<file path="src/hw/rsim_consts.svh">
// constants for the receiver status and interrupt mask block
// assumes inclusion by bare name from the top module
`ifndef RSIM_CONSTS_SVH
`define RSIM_CONSTS_SVH

`define RSIM_ADDR_STAT2      8'h14
`define RSIM_ADDR_STAT3      8'h15
`define RSIM_ADDR_MASK1      8'h16
`define RSIM_ADDR_MASK2      8'h17

`define RSIM_MASK1_RESET     8'h00
`define RSIM_MASK2_RESET     1'h0
`define RSIM_STAT2_RESET     8'h00
`define RSIM_ZERO_BYTE       8'h00

`define RSIM_BIT_CSCRC       7
`define RSIM_BIT_PARITY      6
`define RSIM_BIT_VALIDITY    5
`define RSIM_BIT_BIPHASE     4
`define RSIM_BIT_SUBCHG      3
`define RSIM_BIT_UNLOCK      2
`define RSIM_BIT_SUBCRC      1
`define RSIM_BIT_RBT         0
`define RSIM_BIT_SLIP        0

`endif

</file>
<file path="src/hw/rsim_pkg.sv">
// types for the receiver status and interrupt mask block
// assumes the constants header sits beside it
package rsim_pkg;
  typedef struct packed {
    logic [7:0] stat2;
    logic       outputSlipError;
    logic [7:0] mask1;
    logic       outputSlipIrqEnable;
    logic [7:0] rdata;
    logic       irq;
  } rsim_state_t;

  typedef struct packed {
    logic slipEvt;
  } rsim_mon_t;
endpackage : rsim_pkg

</file>
<file path="src/hw/rsim_slip_if.sv">
// carrier between the top and the output slip monitor
// assumes one clock domain shared by both ends
`timescale 1ns/10ps
interface rsim_slip_if;
  logic portASrcRx;
  logic portASlave;
  logic portBSrcRx;
  logic portBSlave;
  logic slipA;
  logic slipB;
  logic slipEvt;

  modport mon (input portASrcRx, portASlave, portBSrcRx, portBSlave, slipA, slipB,
               output slipEvt);
  modport top (output portASrcRx, portASlave, portBSrcRx, portBSlave, slipA, slipB,
               input slipEvt);
endinterface : rsim_slip_if

</file>
<file path="src/hw/rsim_slip_mon.sv">
// picks the audio serial port whose slips count as output slip errors
// assumes slip pulses come from the port logic, one cycle per slip
`timescale 1ns/10ps
module rsim_slip_mon
  import rsim_pkg::*;
(
  input wire logic  clk,
  input wire logic  resetn,
  rsim_slip_if.mon  sl
);
  rsim_mon_t st_q;
  rsim_mon_t st_d;

  always_comb begin
    st_d = st_q;
    // port a wins when both ports take the receiver output
    if (sl.portASrcRx) begin
      st_d.slipEvt = sl.portASlave && sl.slipA;
    end else if (sl.portBSrcRx) begin
      st_d.slipEvt = sl.portBSlave && sl.slipB;
    end else begin
      st_d.slipEvt = 1'b0;
    end
  end

  always_ff @(posedge clk or negedge resetn) begin
    if (!resetn) begin
      st_q <= '0;
    end else begin
      st_q <= st_d;
    end
  end

  assign sl.slipEvt = st_q.slipEvt;
endmodule : rsim_slip_mon

</file>
<file path="src/hw/rsim_top.sv">
// receiver status and interrupt mask registers with output slip monitor
// assumes a serial control port front end presents byte-wide register
// accesses as single-cycle read and write strobes
//
// Contract
// - buffer transfer done sets status bit to one
// - status 3 read-only, bits 7..1 zero
// - slip or repeat sets slip bit, else zero
// - slip interrupt only when second mask enables
// - slip errors only for slave port sourcing receiver
// - single receiver-sourced port is the monitored one
// - both ports sourced: monitor port a only
// - bit 7 masks checksum interrupt, default masked
// - bit 6 masks parity interrupt, default masked
// - bit 5 masks validity interrupt, default masked
// - status 2 interrupts gated by first mask
`timescale 1ns/10ps
`include "rsim_consts.svh"
module rsim_top
  import rsim_pkg::*;
(
  input  wire logic       clk,
  input  wire logic       resetn,
  input  wire logic [7:0] regAddr,
  input  wire logic       regWr,
  input  wire logic       regRd,
  input  wire logic [7:0] regWdata,
  output logic      [7:0] regRdata,
  output logic            irqOut,
  input  wire logic [7:0] rxEvents,
  input  wire logic       portASrcRx,
  input  wire logic       portASlave,
  input  wire logic       portBSrcRx,
  input  wire logic       portBSlave,
  input  wire logic       slipA,
  input  wire logic       slipB
);
  rsim_state_t st_q;
  rsim_state_t st_d;
  rsim_slip_if sl ();

  function automatic logic addrHit(input logic [7:0] a, input logic [7:0] target);
    addrHit = (a == target);
  endfunction : addrHit

  assign sl.portASrcRx = portASrcRx;
  assign sl.portASlave = portASlave;
  assign sl.portBSrcRx = portBSrcRx;
  assign sl.portBSlave = portBSlave;
  assign sl.slipA      = slipA;
  assign sl.slipB      = slipB;

  rsim_slip_mon u_mon (
    .clk    (clk),
    .resetn (resetn),
    .sl     (sl)
  );

  always_comb begin
    logic rdStat2;
    logic rdStat3;
    rdStat2 = regRd && addrHit(regAddr, `RSIM_ADDR_STAT2);
    rdStat3 = regRd && addrHit(regAddr, `RSIM_ADDR_STAT3);
    st_d = st_q;
    // read data is taken before the read clears anything
    if (regRd) begin
      unique case (1'b1)
        addrHit(regAddr, `RSIM_ADDR_STAT2): st_d.rdata = st_q.stat2;
        addrHit(regAddr, `RSIM_ADDR_STAT3): st_d.rdata = {7'h00, st_q.outputSlipError};
        addrHit(regAddr, `RSIM_ADDR_MASK1): st_d.rdata = st_q.mask1;
        addrHit(regAddr, `RSIM_ADDR_MASK2): st_d.rdata = {7'h00, st_q.outputSlipIrqEnable};
        default:                            st_d.rdata = `RSIM_ZERO_BYTE;
      endcase
    end
    // events are sticky until read; a set in the clearing cycle survives
    st_d.stat2 = (rdStat2 ? `RSIM_ZERO_BYTE : st_q.stat2) | rxEvents;
    st_d.outputSlipError = (!rdStat3 && st_q.outputSlipError) || sl.slipEvt;
    if (regWr && addrHit(regAddr, `RSIM_ADDR_MASK1)) begin
      st_d.mask1 = regWdata;
    end
    if (regWr && addrHit(regAddr, `RSIM_ADDR_MASK2)) begin
      st_d.outputSlipIrqEnable = regWdata[`RSIM_BIT_SLIP];
    end
    st_d.irq = (|(st_d.stat2 & st_d.mask1))
               || (st_d.outputSlipError && st_d.outputSlipIrqEnable);
  end

  always_ff @(posedge clk or negedge resetn) begin
    if (!resetn) begin
      st_q.stat2               <= `RSIM_STAT2_RESET;
      st_q.outputSlipError     <= 1'b0;
      st_q.mask1               <= `RSIM_MASK1_RESET;
      st_q.outputSlipIrqEnable <= `RSIM_MASK2_RESET;
      st_q.rdata               <= `RSIM_ZERO_BYTE;
      st_q.irq                 <= 1'b0;
    end else begin
      st_q <= st_d;
    end
  end

  assign regRdata = st_q.rdata;
  assign irqOut   = st_q.irq;
endmodule : rsim_top

</file>
<file path="config.mk">
export PLATFORM = sky130hd
export DESIGN_NAME = rsim_top
export DESIGN_NICKNAME = d
export VERILOG_FILES = /design/src/hw/rsim_pkg.sv /design/src/hw/rsim_slip_if.sv /design/src/hw/rsim_slip_mon.sv /design/src/hw/rsim_top.sv
export VERILOG_INCLUDE_DIRS = /design/src /design/src/hw
export SDC_FILE = /design/constraint.sdc
export NUM_CORES = 1
export LEC_CHECK = 0
export ABC_AREA = 1
export BUFFER_PORTS_ARGS = -buffer_cell sky130_fd_sc_hd__buf_2
export CAP_MARGIN = 20
export CORE_UTILIZATION = 50
export DETAILED_ROUTE_END_ITERATION = 8
export GPL_TIMING_DRIVEN = 0
export PLACE_DENSITY = 0.75
export SLEW_MARGIN = 20
export SYNTH_ARGS = -nofsm -noshare
export SYNTH_HDL_FRONTEND = slang
export SYNTH_SLANG_ARGS = --single-unit
</file>
<file path="constraint.sdc">
create_clock -name clk -period 1.18 [get_ports clk]
set_input_delay 0.059 -clock clk [delete_from_list [all_inputs] [get_ports clk]]
set_output_delay 0.059 -clock clk [all_outputs]
set_load 0.1 [all_outputs]
</file>
==> impl_metrics.yaml <==
floorplanning:
  die_x_um: 56.7
  die_y_um: 56.7
  start_util_pct: 53.3
  num_rows: 19
  io_pins: 43
  coreArea_sq_mm: 0.00281
  dieArea_sq_mm: 0.00322
power:
  p_sw_share_pct: 22.6
  power_density_mw_per_mm2: 926
  p_leak_nw: 1.16
  switchingPower_mw: 0.420
  peakVddDrop_v: 0.00114
  seqPwrFrac_pct: 53.1
  pwr-share-comb_pct: 13.3
  pwr-share-clk_pct: 33.6
  p_int_mw: 1.44
critical_path:
  worst_ep_required_time_ns: 1.12
  critical_path_class: "reg -> out"
  reg2reg_to: "irqOut"
  endpoint: "regRdata[0]"
  path_cells: "buf_4 -> buf_4"
  startpoint_type: "register"
  r2r-start: "st_q[19]"
  end_kind: "output port"
  r2r_slack_ns: 0.23
  max_stage_delay_ns: 0.40
  r2r.worst_path.cells: 6
  cp-startpoint: "regRdata[0]"
  path_max_fanout: 2
  arrival_ns: 1.08
  crit_top_cell: "buf_4"
  slowest_stage: "dfrtp_1"
place:
  place_area_sq_mm: 0.00174
  hpwl_um: 2210
  place_congestion: 0.863
  detailedPlace.worstSlack_ns: -0.159
  io_buffers: 41
synth:
  ys_types: 21
  synthCells: 191
  ys.flop_type: "dfrtp_1"
  synth_edf_count: 0
  synth.yosys.warnings: 0
  ys_seq_area_share_pct: 46.8
  synth_seq_cells: 28
  async_reset_ff_share_pct: 100
  synth_nets: 225
  avgSynthCellArea_sq_um: 7.83
  synth_area_sq_mm: 0.00150
clock_network:
  clkTransAtPathRegs_ns: 0.15
  cts_tree: "yes"
  clk_latency_ns: 0.33
  cts-root-buf: "clkbuf_4"
  cts_htree_levels: 1
  cts_buffer_depth: 2
  cts_setup_buffers: 0
  cts_buffers: 3
  clock_sinks: 28
sta:
  timing.fmax_mhz: 879
  rsz0062_at_grt: "no"
  clock_skew_ns: 0.00676
  hold_viol_final: 0
  setup_viol: 0
  maxSlewHeadroom_pct: 59.2
  finalCriticalPeriod_ns: 1.14
  worst_pin_slew_ns: 0.612
  finalWorstSetupSlack_ns: 0.0421
  post-route-period-util_pct: 96.4
  setup_tns_ns: 0
  slew_viol_final: 0
global_route:
  grt_start_max_net_pins: 29
  grt_usage_pct: 21.3
  grt_pass1_wl_um: 5360
  antenna_found_initial: 0
  first_global_vias: 1309
  grt.overflow.total: 0
route:
  routedWlPerCell_um: 10.9
  drc: 4
  wl_um: 3110
  dr.pass1.iters: 6
  vias: 1344
  vias_per_cell: 4.73
  ant_nets: 0
  drt-initial-drc-count: 26
outcome:
  status: "complete, but fails checks"
  violations: "design-rule violations"
cells_and_area:
  design_area_sq_mm: 0.00200
  diodes: 0
  drive_gt1_share_pct: 28.1
  fin_util_pct: 71.5
  area_delta_synth_final_pct: 33.9
  fin_nets: 288
min_path:
  hp-class: "in -> reg"
flow_run:
  maxCapViolations: 0
## routing by layer
| metal | part of all wire, % | vias to the layer above | GRT usage [%] |
|---|---|---|---|
| li1 | - | 707 | - |
| met1 | 45 | 604 | 27.3 |
| met2 | 51 | 33 | 38.3 |
| met3 | 4.2 | 0 | 4.15 |
| met4 | 0 | 0 | 2.14 |
| met5 | 0 | - | 0 |
## kinds of logic (layout without fill, tap and decap cells)
family / after synthesis / after routing / synth area share, %
buffers and inverters: 41 / 103 / 14.2
AOI/OAI and AO/OA: 10 / 10 / 3.68
DFF: 28 / 28 / 46.8
and+or+nand+nor: 112 / 112 / 35.3
## area by class of cell
cell class | instances | area [sq um]
Fill cell | 240 | 801
Sequential cell | 28 | 701
Multi-Input combinational cell | 122 | 583
Timing Repair Buffer | 58 | 417
Inverter | 29 | 111
Buffer | 12 | 101
Tap cell | 31 | 38.8
Clock inverter | 1 | 30.0
Clock buffer | 3 | 22.5
## state kept, by name (all words and copies together) (netlist names)
signal / cells
irqOut: 1
regRdata: 8
st_q: 18
u_mon.sl.slipEvt: 1
## layout by cell type, fill, tap and decap left out
cell and instances:
o22ai_1 2, dfrtp_1 28, nand2_1 69, nand4_1 9
buf_6 8, nand3_1 13, bufinv_16 1, a21o_1 1
nand2_4 1, inv_4 1, dlygate4sd3_1 17, and2_1 1
nand2_2 5, inv_1 28, nand3_4 1, nor2_4 2
nor2_1 7, nand3_2 2, buf_2 32, nor2_2 2
clkbuf_4 4, buf_4 12, a21oi_1 1, o21ai_1 6
## worst max-delay path: cells and delay by family (launching register included)
family | cells | cell delay (ns)
DFF | 1 | 0.40
buffers and inverters | 2 | 0.35
## how the worst min path moves through the flow
stage	startpoint	endpoint	cells past startpoint
2_1_floorplan	resetn	irqOut	0
3_3_place_gp	resetn	regRdata[0]	1
3_5_place_dp	resetn	regRdata[0]	1
4_1_cts	regWdata[2]	st_q[12]	3
5_1_grt	regWdata[2]	st_q[12]	3
6_report	regWdata[2]	st_q[12]	3
## Yosys cell counts, types with 2 or more instances
cell type,instances,share of area [%]
buf_4,9,4.5
buf_6,3,2.3
dfrtp_1,28,47
inv_1,28,7.0
nand2_1,69,17
nand2_2,5,2.1
nand3_1,13,4.3
nand3_2,2,1.3
nand4_1,9,3.8
nor2_1,7,1.8
nor2_2,2,0.84
nor2_4,2,1.5
o21ai_1,5,1.7
o22ai_1,2,0.84
## metrics by stage
step	total power, mW	hold slack (ns)	instances
after detailed placement	1.21	0.108	263
after global routing	1.93	0.0113	284
after CTS	1.86	0.0101	284
after global placement	1.20	0.103	263
final	1.86	0.0110	284
after floorplan	1.11	-0.237	191
## power by group through the flow
stage          Combinational (mW)  Sequential [mW]  Clock [mW]
3_3_place_gp                0.197             1.00           0
2_1_floorplan               0.105             1.00           0
6_report                    0.246            0.987       0.624
5_1_grt                     0.277            0.988       0.668
4_1_cts                     0.245            0.986       0.629
3_5_place_dp                0.201             1.00           0
## timing repair
action	CTS	global route
hold endpoints to repair	49	0
hold buffers	17	0
gates resized for setup	8	7
endpoints found under the setup margin	8	7
No activity file was read; power rests on OpenSTA's default activity.
